File: src/core/cag_pkg.sv
// Purpose: constants shared by the address generation logic of the core
// Assumes: one clock; memory read data follows a read strobe by a cycle
// Notes:   mode codes are the request encoding on req_mode
package cag_pkg;
    // request modes
    localparam logic [3:0] MODE_TCALL   = 4'h0;
    localparam logic [3:0] MODE_PAIRJMP = 4'h1;
    localparam logic [3:0] MODE_DIRECT  = 4'h2;
    localparam logic [3:0] MODE_SADDR   = 4'h3;
    localparam logic [3:0] MODE_SADDRP  = 4'h4;
    localparam logic [3:0] MODE_SFR     = 4'h5;
    localparam logic [3:0] MODE_REG     = 4'h6;
    localparam logic [3:0] MODE_RPAIR   = 4'h7;
    localparam logic [3:0] MODE_IND     = 4'h8;
    localparam logic [3:0] MODE_BASED   = 4'h9;
    localparam logic [3:0] MODE_PUSH    = 4'ha;
    localparam logic [3:0] MODE_POP     = 4'hb;
    localparam logic [3:0] MODE_PUSHPC  = 4'hc;
    localparam logic [3:0] MODE_POPPC   = 4'hd;
    localparam logic [3:0] MODE_SPLOAD  = 4'he;
    // address map
    localparam logic [15:0] TBL_BASE    = 16'h0040;
    localparam logic [7:0]  SADDR_LOW   = 8'h20;   // first byte outside
    localparam logic [6:0]  SADDR_PAGE  = 7'h7f;   // upper ea bits
    localparam logic [7:0]  SFR_PAGE    = 8'hff;
    localparam logic [15:0] RAM_LO      = 16'hfe80;
    localparam logic [15:0] RAM_HI      = 16'hfeff;
    localparam logic [7:0]  OP_LD_ACC   = 8'h2b;
    // register numbers
    localparam logic [2:0]  REG_A       = 3'h1;
    localparam logic [1:0]  PAIR_ACC    = 2'h0;
    localparam logic [1:0]  PAIR_DATX   = 2'h2;
    localparam logic [1:0]  PAIR_BASE   = 2'h3;
    // reset values
    localparam logic [15:0] PC_RESET    = 16'h0000;
    localparam logic [15:0] SP_RESET    = 16'hff00;
    localparam logic [7:0]  REG_RESET   = 8'h00;
    // sequencer states, one-hot
    typedef enum logic [9:0] {
        ST_IDLE  = 10'h001,
        ST_TBL_A = 10'h002,
        ST_TBL_B = 10'h004,
        ST_TBL_C = 10'h008,
        ST_PSH_B = 10'h010,
        ST_POP_A = 10'h020,
        ST_POP_B = 10'h040,
        ST_POP_C = 10'h080,
        ST_LD_B  = 10'h100,
        ST_LD_A  = 10'h200
    } cag_state_e;
endpackage : cag_pkg

File: src/core/cag_core.sv
// Purpose: branch target and operand address generation for the cpu core
// Assumes: mem_rdata is valid in the cycle after a cycle with mem_rd high
// Notes:   one request at a time, accepted while req_ready is high
`timescale 1ns/1ps
module cag_core (
    input  wire logic        clk,
    input  wire logic        rst_b,
    input  wire logic        req_valid,
    input  wire logic [3:0]  req_mode,
    input  wire logic [7:0]  req_opcode,
    input  wire logic [15:0] req_operand,
    input  wire logic [2:0]  req_reg,
    input  wire logic [15:0] req_pc_seq,
    input  wire logic        wr_en,
    input  wire logic [2:0]  wr_sel,
    input  wire logic [7:0]  wr_data,
    input  wire logic [7:0]  mem_rdata,
    output logic             req_ready,
    output logic             ea_valid,
    output logic [15:0]      ea,
    output logic             ea_err,
    output logic [15:0]      pc,
    output logic             pc_load,
    output logic [15:0]      sp,
    output logic [15:0]      mem_addr,
    output logic             mem_rd,
    output logic             mem_wr,
    output logic [7:0]       mem_wdata,
    output logic [7:0]       reg_rdata,
    output logic [15:0]      pair_rdata,
    output logic             done
);
    cag_pkg::cag_state_e state;
    cag_pkg::cag_state_e next_state;
    logic [7:0]  regs [8];
    logic [15:0] pairs [4];
    logic [7:0]  lo_byte;
    logic        pop_to_pc;
    logic [1:0]  pop_pair;

    // byte registers pair up: odd number is the high byte
    genvar g;
    generate
        for (g = 0; g < 4; g++) begin : g_pair
            assign pairs[g] = {regs[2*g+1], regs[2*g]};
        end
    endgenerate

    // request decode
    wire         take      = req_valid && req_ready;
    wire [7:0]   imm8      = req_operand[7:0];
    wire [4:0]   tbl_idx   = req_opcode[5:1];
    wire [15:0]  tbl_addr  = cag_pkg::TBL_BASE
                             | {10'h000, tbl_idx, 1'b0};
    wire         sa_sfr    = imm8 < cag_pkg::SADDR_LOW;
    wire         sa_ram    = imm8[7];
    wire [15:0]  sa_ea     = {cag_pkg::SADDR_PAGE, sa_sfr, imm8};
    wire         sa_bad    = !sa_sfr && !sa_ram;
    wire [15:0]  sfr_ea    = {cag_pkg::SFR_PAGE, imm8};
    wire         sfr_bad   = sa_sfr;
    wire [15:0]  hilo      = pairs[cag_pkg::PAIR_BASE];
    wire [15:0]  dext      = pairs[cag_pkg::PAIR_DATX];
    wire [15:0]  ind_ea    = req_reg[0] ? hilo : dext;
    wire         ld_acc    = req_opcode == cag_pkg::OP_LD_ACC;
    wire [15:0]  based_ea  = 16'(hilo + {8'h00, imm8});
    wire [15:0]  sp_dec1   = 16'(sp - 16'h0001);
    wire [15:0]  sp_dec2   = 16'(sp - 16'h0002);
    wire [15:0]  sp_inc2   = 16'(sp + 16'h0002);
    wire [15:0]  psh_data  = (req_mode == cag_pkg::MODE_PUSHPC)
                             ? req_pc_seq : pairs[req_reg[1:0]];
    wire         sp_in_ram = sp >= cag_pkg::RAM_LO
                             && sp <= cag_pkg::RAM_HI;
    wire         is_push   = req_mode == cag_pkg::MODE_PUSH
                             || req_mode == cag_pkg::MODE_PUSHPC;
    wire         is_pop    = req_mode == cag_pkg::MODE_POP
                             || req_mode == cag_pkg::MODE_POPPC;
    wire         ld_start  = req_mode == cag_pkg::MODE_IND && ld_acc;

    // effective address and its fault flag for the accepted request
    logic [15:0] next_ea;
    logic        next_err;
    always_comb begin
        next_ea  = 16'h0000;
        next_err = 1'b0;
        case (req_mode)
            cag_pkg::MODE_DIRECT:  next_ea = req_operand;
            cag_pkg::MODE_SADDR: begin
                next_ea  = sa_ea;
                next_err = sa_bad;
            end
            cag_pkg::MODE_SADDRP: begin
                next_ea  = sa_ea;
                next_err = sa_bad || imm8[0];
            end
            cag_pkg::MODE_SFR: begin
                next_ea  = sfr_ea;
                next_err = sfr_bad;
            end
            cag_pkg::MODE_REG:     next_ea = {13'h0000, req_reg};
            cag_pkg::MODE_RPAIR:   next_ea = {14'h0000, req_reg[1:0]};
            cag_pkg::MODE_IND:
                next_ea = ld_acc ? dext : ind_ea;
            cag_pkg::MODE_BASED:   next_ea = based_ea;
            cag_pkg::MODE_PUSH, cag_pkg::MODE_PUSHPC: begin
                next_ea  = sp_dec2;
                next_err = !sp_in_ram;
            end
            cag_pkg::MODE_POP, cag_pkg::MODE_POPPC: begin
                next_ea  = sp;
                next_err = !sp_in_ram;
            end
            default: begin
                next_ea  = 16'h0000;
                next_err = 1'b0;
            end
        endcase
    end

    // sequencer next state
    always_comb begin
        next_state = state;
        case (state)
            cag_pkg::ST_IDLE: begin
                if (take && req_mode == cag_pkg::MODE_TCALL)
                    next_state = cag_pkg::ST_TBL_A;
                else if (take && is_push)
                    next_state = cag_pkg::ST_PSH_B;
                else if (take && is_pop)
                    next_state = cag_pkg::ST_POP_A;
                else if (take && ld_start)
                    next_state = cag_pkg::ST_LD_A;
            end
            cag_pkg::ST_TBL_A: next_state = cag_pkg::ST_TBL_B;
            cag_pkg::ST_TBL_B: next_state = cag_pkg::ST_TBL_C;
            cag_pkg::ST_POP_A: next_state = cag_pkg::ST_POP_B;
            cag_pkg::ST_POP_B: next_state = cag_pkg::ST_POP_C;
            cag_pkg::ST_LD_A:  next_state = cag_pkg::ST_LD_B; // data lag
            default:           next_state = cag_pkg::ST_IDLE;
        endcase
    end

    // state and handshake
    always_ff @(posedge clk) begin
        if (!rst_b) begin
            state     <= cag_pkg::ST_IDLE;
            req_ready <= 1'b1;
        end else begin
            state     <= next_state;
            req_ready <= next_state == cag_pkg::ST_IDLE;
        end
    end

    // address results of every accepted request but table call, pair jump and sp load
    always_ff @(posedge clk) begin
        if (!rst_b) begin
            ea_valid   <= 1'b0;
            ea         <= 16'h0000;
            ea_err     <= 1'b0;
            reg_rdata  <= 8'h00;
            pair_rdata <= 16'h0000;
        end else begin
            ea_valid <= take && req_mode != cag_pkg::MODE_TCALL
                        && req_mode != cag_pkg::MODE_PAIRJMP
                        && req_mode != cag_pkg::MODE_SPLOAD;
            if (take) begin
                ea         <= next_ea;
                ea_err     <= next_err;
                reg_rdata  <= regs[req_reg];
                pair_rdata <= pairs[req_reg[1:0]];
            end
        end
    end

    // memory strobes: table reads, stack traffic, accumulator load
    always_ff @(posedge clk) begin
        if (!rst_b) begin
            mem_addr  <= 16'h0000;
            mem_rd    <= 1'b0;
            mem_wr    <= 1'b0;
            mem_wdata <= 8'h00;
            lo_byte   <= 8'h00;
        end else begin
            mem_rd <= 1'b0;
            mem_wr <= 1'b0;
            if (state == cag_pkg::ST_IDLE && take) begin
                if (req_mode == cag_pkg::MODE_TCALL) begin
                    mem_addr <= tbl_addr;
                    mem_rd   <= 1'b1;
                end else if (is_push) begin
                    mem_addr  <= sp_dec1;
                    mem_wdata <= psh_data[15:8];
                    mem_wr    <= 1'b1;
                    lo_byte   <= psh_data[7:0];
                end else if (is_pop) begin
                    mem_addr <= sp;
                    mem_rd   <= 1'b1;
                end else if (ld_start) begin
                    mem_addr <= dext;
                    mem_rd   <= 1'b1;
                end
            end else if (state == cag_pkg::ST_TBL_A) begin
                mem_addr <= 16'(mem_addr + 16'h0001);
                mem_rd   <= 1'b1;
            end else if (state == cag_pkg::ST_POP_A) begin
                mem_addr <= 16'(mem_addr + 16'h0001);
                mem_rd   <= 1'b1;
            end else if (state == cag_pkg::ST_PSH_B) begin
                mem_addr  <= sp;
                mem_wdata <= lo_byte;
                mem_wr    <= 1'b1;
            end else if (state == cag_pkg::ST_TBL_B
                         || state == cag_pkg::ST_POP_B) begin
                lo_byte <= mem_rdata;
            end
        end
    end

    // program counter and stack pointer
    always_ff @(posedge clk) begin
        if (!rst_b) begin
            pc        <= cag_pkg::PC_RESET;
            pc_load   <= 1'b0;
            sp        <= cag_pkg::SP_RESET;
            pop_to_pc <= 1'b0;
            pop_pair  <= 2'h0;
        end else begin
            pc_load <= 1'b0;
            if (take && req_mode == cag_pkg::MODE_PAIRJMP) begin
                pc      <= pairs[cag_pkg::PAIR_ACC];
                pc_load <= 1'b1;
            end else if (state == cag_pkg::ST_TBL_C) begin
                pc      <= {mem_rdata, lo_byte};
                pc_load <= 1'b1;
            end else if (state == cag_pkg::ST_POP_C && pop_to_pc) begin
                pc      <= {mem_rdata, lo_byte};
                pc_load <= 1'b1;
            end
            if (take && is_push)
                sp <= sp_dec2;
            else if (take && is_pop)
                sp <= sp_inc2;
            else if (take && req_mode == cag_pkg::MODE_SPLOAD)
                sp <= req_operand;
            if (take && is_pop) begin
                pop_to_pc <= req_mode == cag_pkg::MODE_POPPC;
                pop_pair  <= req_reg[1:0];
            end
        end
    end

    // register file: sequencer writes take priority over the outside port
    wire pop_wr = state == cag_pkg::ST_POP_C && !pop_to_pc;
    wire ld_wr  = state == cag_pkg::ST_LD_B;
    always_ff @(posedge clk) begin
        if (!rst_b) begin
            for (int i = 0; i < 8; i++)
                regs[i] <= cag_pkg::REG_RESET;
        end else if (pop_wr) begin
            regs[{pop_pair, 1'b1}] <= mem_rdata;
            regs[{pop_pair, 1'b0}] <= lo_byte;
        end else if (ld_wr) begin
            regs[cag_pkg::REG_A] <= mem_rdata;
        end else if (wr_en) begin
            regs[wr_sel] <= wr_data;
        end
    end

    // completion pulse of multi-cycle operations
    always_ff @(posedge clk) begin
        if (!rst_b)
            done <= 1'b0;
        else
            done <= state == cag_pkg::ST_TBL_C || state == cag_pkg::ST_PSH_B
                    || state == cag_pkg::ST_POP_C || ld_wr;
    end
endmodule : cag_core

File: config.mk
export PLATFORM = sky130hd
export DESIGN_NAME = cag_core
export DESIGN_NICKNAME = d
export VERILOG_FILES = /design/src/core/cag_pkg.sv /design/src/core/cag_core.sv
export SDC_FILE = /design/constraint.sdc
export NUM_CORES = 1
export LEC_CHECK = 0
export BUFFER_PORTS_ARGS = -buffer_cell sky130_fd_sc_hd__buf_2
export CORE_UTILIZATION = 30
export CTS_BUF_LIST = sky130_fd_sc_hd__clkbuf_4
export CTS_CLUSTER_DIAMETER = 60
export DETAILED_ROUTE_END_ITERATION = 16
export GPL_TIMING_DRIVEN = 0
export PLACE_DENSITY_LB_ADDON = 0.2
export SLEW_MARGIN = 20
export SYNTH_ARGS = -nofsm -noshare
export SYNTH_HDL_FRONTEND = slang
export SYNTH_SLANG_ARGS = --single-unit
File: constraint.sdc
create_clock -name clk -period 3.05 [get_ports clk]
set_input_delay 0.61 -clock clk [delete_from_list [all_inputs] [get_ports clk]]
set_output_delay 0.61 -clock clk [all_outputs]
set_load 0.01 [all_outputs]
==> results of run 1 <==
[cells in the final DEF, fill, tap and decap left out, types with 14 or more instances in the layout]
cell	netlist	routed
buf_2	22	181
buf_1	25	25
clkbuf_4	0	18
a21oi_1	79	79
nor4_1	20	18
nor3_1	58	56
and3_1	20	20
mux2i_1	45	45
nand4_1	15	15
o211ai_1	14	14
xor2_1	26	26
dfxtp_1	124	124
edfxtp_1	64	64
mux4_2	32	32
a22o_1	65	65
xnor2_1	35	35
nand3_1	28	28
inv_1	23	21
nor2_1	199	199
o21ai_0	68	68
clkbuf_1	77	75
nand2_1	77	77
a211oi_1	42	42
[routing by layer]
metal  track usage [%]  vias to the layer above
li1                  -                     5535
met1             39.60                     6176
met4             11.17                        4
met2             40.06                      736
met3             4.687                      126
met5                 0                        -
[area by class of cell]
cell class / instances / area [um^2] / area share, %
inverter: 25 / 93.84 / 0.6716
tap: 525 / 656.9 / 4.701
multi-input combinational: 1039 / 7154 / 51.20
clock buffer: 18 / 135.1 / 0.9671
buffer: 125 / 505.5 / 3.618
clock inverter: 14 / 196.4 / 1.406
antenna: 1 / 2.502 / 0.01791
timing repair buffer: 161 / 823.3 / 5.892
sequential: 188 / 4404 / 31.52
[flip-flops by register name, summed over array words and instances, names as in the netlist, 2 cells and up]
register,cells
sp,16
state,10
pop_pair,2
ea,16
mem_addr,16
lo_byte,8
pc,16
regs,64
reg_rdata,8
mem_wdata,8
pair_rdata,16
[what timing repair did]
item	CTS	global route
resized for setup	8	11
cloned	0	0
hold buffers	0	0
pin swaps	0	2
buffers inserted	0	2
setup endpoints to repair	51	67
[power groups by stage]
stage / logic (mW) / clock network (mW) / registers [mW]
after floorplan: 0.882 / 0 / 2.94
after global placement: 1.47 / 0 / 3.00
after detailed placement: 1.47 / 0 / 3.00
after CTS: 1.49 / 1.68 / 2.95
after global routing: 1.62 / 1.75 / 2.97
final: 1.52 / 1.65 / 2.96
[worst paths after layout]
path	endpoint	slack, ns	depth (start not counted)
worst max-delay path	regs[6][4]$_DFFE_PP_	0.09	6
worst min-delay path	sp[15]$_SDFFE_PN1P_	0.22	3
worst max register to register	regs[6][4]$_DFFE_PP_	0.09	6
worst min register to register	ea[5]$_SDFFE_PN0P_	0.49	2
[through the flow]
stage | setup TNS, ns | instance area [um^2] | setup WS [ns] | power (mW)
after floorplan | 0 | 12070 | 0.4839 | 3.820
after global placement | -48.84 | 13520 | -0.6593 | 4.471
after detailed placement | -10.90 | 13530 | -0.4591 | 4.476
after CTS | 0 | 13900 | 0.01570 | 6.117
after global routing | -0.1694 | 13970 | -0.1080 | 6.344
final | 0 | 13970 | 0.08955 | 6.130
[kinds of logic after synthesis]
| logic type | after synthesis |
|---|---|
| AOI/OAI and AO/OA | 382 |
| and+or+nand+nor | 499 |
| adders and majority gates | 15 |
| DFF | 188 |
| xor gates and xnor gates | 62 |
| buffers and inverters | 151 |
| muxes | 81 |
[worst reg2reg max path: stages, from the launching register on]
cell      delay [ns]
dfxtp_1         0.42
or4_4           0.58
nor4_4          0.57
nor4_1          0.21
and3b_1         0.21
clkbuf_1        0.23
or3_4           0.50
==> metrics.txt, run 1 <==
Vias=12,580; min-delay src=req_operand[15]; largest family of logic cells by synthesized area=compound AO/OA/AOI/OAI gates; vias in the first global route=11,700; area delta synth->final=15.78%; fin util=35.17%; Min-Delay Path Class=input port to flip-flop; Tcrit/Tclk final=97.06%; Req. time, crit path=3.48 ns; Clock Skew=0.05038 ns; number of buffers added on ports=159; met3 wire length=5.453 mm; Metal-1 WL=25.15 mm; most frequent cell after synthesis=nor2_1; Synthesized Nets=1,463; Worst EP arrival=3.39 ns; synth unique cells=79; # H-tree levels=4; routed len/inst=27.21 um; post-layout minimum cycle time=2.960 ns; row cnt=73; adder-cell share of the synthesized area=1.617%; asr flop ratio synth=0%; most frequent cells after synthesis=199 x nor2_1, 124 x dfxtp_1, 79 x a21oi_1; Worst Path Buf+Inv=1; non-filler cells, final=2,096; crit-path cells=or4_4, nor4_4, nor4_1, and3b_1, clkbuf_1, or3_4; first-pass GRT wire length=81.64 mm; reg2reg start=state[9]$_SDFF_PN0_; Max Cap Viol=0; Avg Inst Size Synth=8.757 um^2; Routed WL=57.02 mm; synthesized cell area=0.01207 mm^2; Core Box Area=0.03973 mm^2; worst-margin pin slew=1.042 ns; Synth Area in Compound Gates=21.71%; RSZ-0062 raised after global routing=yes; antenna violations before repair=4; Ys Warns=0; Area contributors post-synth=dfxtp_1 21%, edfxtp_1 16%, nor2_1 6.2%; Root Buffer=clkbuf_4; area share of the largest cell type after synthesis=20.57%; Comb power frac=24.8%; GRT Total Usage=27.40%; leakage=5.333 nW; clock latency on the worst-skew pair=0.70 ns; xor/xnor cell area share of the yosys netlist=4.562%; Int Pwr=3.826 mW; 1st-pass router iterations=5; Via density=6.000; Fin. Hold Viols=0; largest net degree at the start of global routing=20; worst setup path class=flip-flop to flip-flop; sequential share of power=48.4%; number of nets in the layout=1,642; DRC Markers=0; Num CTS Buffers=17; Net Sw Frac=37.58%; Die Ht=202.6 um; metal2 WL=24.18 mm; die area=0.04103 mm^2; Initial Util=30.37%; Critical path origin=state[9]$_SDFF_PN0_; clock-pin slew on the worst setup and hold paths=0.20 ns; Post-synth EDFFs=64; crit-path max FO=9; final setup vio count=0; Final HPWL DP=42.97 mm; CTS max path bufs=2; Die X=202.6 um; Mapped Cells=1,378; flops & latches, synth=188; Top Ports=173; sequential share of the synthesized area=36.50%; max-slew violation count=0; DR iter-0 viols=1,369; clock network power share=26.9%; ys flop type=dfxtp_1; max_slew headroom=30.53%; fraction of layout cells with a size suffix above 1=18.60%; slowest cell on the critical path=or4_4; post-synth top area cell=dfxtp_1; simple-gate share of the synthesized area=20.55%; Antenna Violating Nets Remaining=0; Max Used Layer=met5; GRT overflow=0; TritonCTS clock tree=built; CP peak stage delay=0.58 ns; Fin Hold WS=0.2155 ns; Worst IR Drop VDD=200.9 uV; placed cells=2,062; Switching Power=2.304 mW; CP endpoint kind=flip-flop; Setup crit start kind=flip-flop; Fmax=337.8 MHz; crit-path leading delay family=simple AND/OR/NAND/NOR gates; Pwr Density=438.7 mW/mm^2; GPL Wtd Cong=0.9802; status=finished, final reports clean; mux share of post-synthesis cell area=10.08%; fillers=4,237; Sink Count=188
No activity file was read; power rests on OpenSTA's default activity.
==> inputs of run 2 (changes only) <==
- clock period: 3.05 -> 2.8 ns (I/O delays scaled with it)
==> run 2 against run 1 <==
Combinational power up 11%. Critical path depth up 3. Clock-buffer cell count unchanged. Critical path type is now input port to flip-flop. Largest cell class unchanged.
==> metrics.txt, run 2 (synthesis results as in run 1) <==
status=finished, final reports clean; Worst EP arrival=3.36 ns (-0.03 ns); total power=6.711 mW (+9.5%); R2R cell count=7 (+1); CTS max path bufs=2 (unchanged); first-pass GRT wire length=82.09 mm (+0.55%); CP endpoint kind=flip-flop; Min-Delay Path Class=input port to flip-flop; Top Ports=173 (unchanged); WHS Path Cells=3 (unchanged); number of buffers added on ports=159 (unchanged); placed cells=2,062 (unchanged); area delta synth->final=17.05%; Initial Util=30.37% (unchanged); crit-path max FO=10 (+1); TritonCTS clock tree=built; vias in the first global route=11,700 (+0.034%); hold_buf cts=0 (unchanged); setup tns final=0 ns (unchanged); RSZ-0062 raised after global routing=no; Final Cell Area=0.01412 mm^2 (+1.1%); Cell Area, Placed=0.01353 mm^2 (unchanged); Setup crit start kind=input port; Fmax=360.9 MHz; FF-to-FF End=regs[1][2]$_DFFE_PP_; final setup vio count=0 (unchanged); max-slew violation count=0 (unchanged); Vias=12,540 (-0.26%); area occupied by multi-input gates=0.007252 mm^2 (+1.4%); # H-tree levels=4 (unchanged); number of nets in the layout=1,649 (+0.43%); fraction of layout cells with a size suffix above 1=20.10% (+1.5 points); largest net degree at the start of global routing=20 (unchanged); Fin. Hold Viols=0 (unchanged); GPL Wtd Cong=0.9802 (unchanged); Clock Skew=0.05083 ns (+0.0004480 ns); DR iter-0 viols=1,302 (-4.9%); Tcrit/Tclk final=98.97%; max_slew headroom=29.48% (-1.1 points); clock-pin slew on the worst setup and hold paths=0.17 ns (-0.03 ns); Max Cap Viol=0 (unchanged); max reg flops=64 (unchanged); Core Box Area=0.03973 mm^2 (unchanged); GRT overflow=0 (unchanged); fillers=4,230 (-0.17%); Worst R2R Setup Slack=0.09 ns (about the same); fin util=35.55% (+0.38 points); Antenna Violating Nets Remaining=0 (unchanged); Worst IR Drop VDD=222.4 uV (+11%); non-filler cells, final=2,103 (+0.33%); DRC Markers=0 (unchanged); clock latency on the worst-skew pair=0.70 ns (about the same); worst setup path class=input port to flip-flop; Hold EP=sp[15]$_SDFFE_PN1P_; most frequent cells in the layout=198 x nor2_1, 181 x buf_2, 122 x dfxtp_1; Die Ht=202.6 um (unchanged); Root Buffer=clkbuf_4; leakage=5.415 nW (+1.5%); Pwr Density=475.1 mW/mm^2 (+8.3%); reg2reg start=state[8]$_SDFF_PN0_; routed len/inst=27.23 um (about the same); Num CTS Buffers=17 (unchanged); commonest non-fill, non-tap cell in the layout=nor2_1; Via density=5.965 (-0.59%); Req. time, crit path=3.38 ns (-0.10 ns); Final HPWL DP=42.97 mm (unchanged); Sink Count=188 (unchanged); Routed WL=57.27 mm (+0.43%); register area=0.004407 mm^2 (about the same); GRT Total Usage=27.53% (+0.13 points); min-delay src=req_operand[15]; 1st-pass router iterations=7 (+2); die area=0.04103 mm^2 (unchanged); Reg with most FFs=regs; post-layout minimum cycle time=2.771 ns; worst-margin pin slew=1.058 ns (+0.01582 ns); antenna violations before repair=3 (-1); Die X=202.6 um (unchanged); row cnt=73 (unchanged)
run 2: through the flow:
step           worst slack, ns  hold slack, ns
2_1_floorplan           0.2339          0.4716
3_3_place_gp           -0.9093          0.4544
3_5_place_dp           -0.7091          0.4452
4_1_cts                0.01187          0.1261
5_1_grt               0.001238          0.1732
6_report               0.02891          0.1642
run 2: worst max path at each step:
stage                                endpoint           startpoint  cells past startpoint
global route             regs[1][4]$_DFFE_PP_  state[3]$_SDFF_PN0_                      8
finish                    sp[13]$_SDFFE_PN1P_          req_mode[3]                      9
global placement         regs[6][0]$_DFFE_PP_  state[3]$_SDFF_PN0_                      8
detailed placement  mem_addr[15]$_SDFFE_PN0P_   sp[1]$_SDFFE_PN0P_                     10
CTS                      regs[5][5]$_DFFE_PP_  state[3]$_SDFF_PN0_                      8
floorplan           mem_addr[13]$_SDFFE_PN0P_   sp[1]$_SDFFE_PN0P_                      9
run 2: final cells by class:
class                      instances  share of cell area, %
antenna                            1                0.01772
buffer                           124                  3.588
clock buffer                      18                 0.9567
clock inverter                    14                  1.391
inverter                          25                 0.6644
multi-input combinational       1039                  51.34
sequential                       188                  31.20
tap                              525                  4.651
timing repair buffer             169                  6.192
run 2: worst max-delay path, cell delays in order:
cell	delay, ns
buf_2	0.11
buf_2	0.23
clkinv_1	0.40
nor3_2	0.80
nand2_1	0.43
clkbuf_1	0.35
o21ai_0	0.23
nand2_1	0.08
o2111ai_1	0.17
run 2: report_power, final:
part | internal (mW) | switching [mW] | leakage (nW)
clock | 0.595 | 1.20 | 0.174
combinational | 0.608 | 1.08 | 3.60
sequential | 2.99 | 0.239 | 1.64
run 2: layer usage:
metal  wire length [um]  vias up  global-route usage (%)
li1                   -     5557                       -
met2              24240      743                   39.98
met4               2312        2                   11.44
met5                  9        -                       0
met1              25460     6116                   39.89
met3               5247      126                   4.751
run 2: repair_timing:
action / 4_1_cts / 5_1_grt
gates cloned: 0 / 0
setup endpoints to repair: 95 / 110
resized for setup: 18 / 29
pin swaps: 2 / 3
buffers inserted: 4 / 6
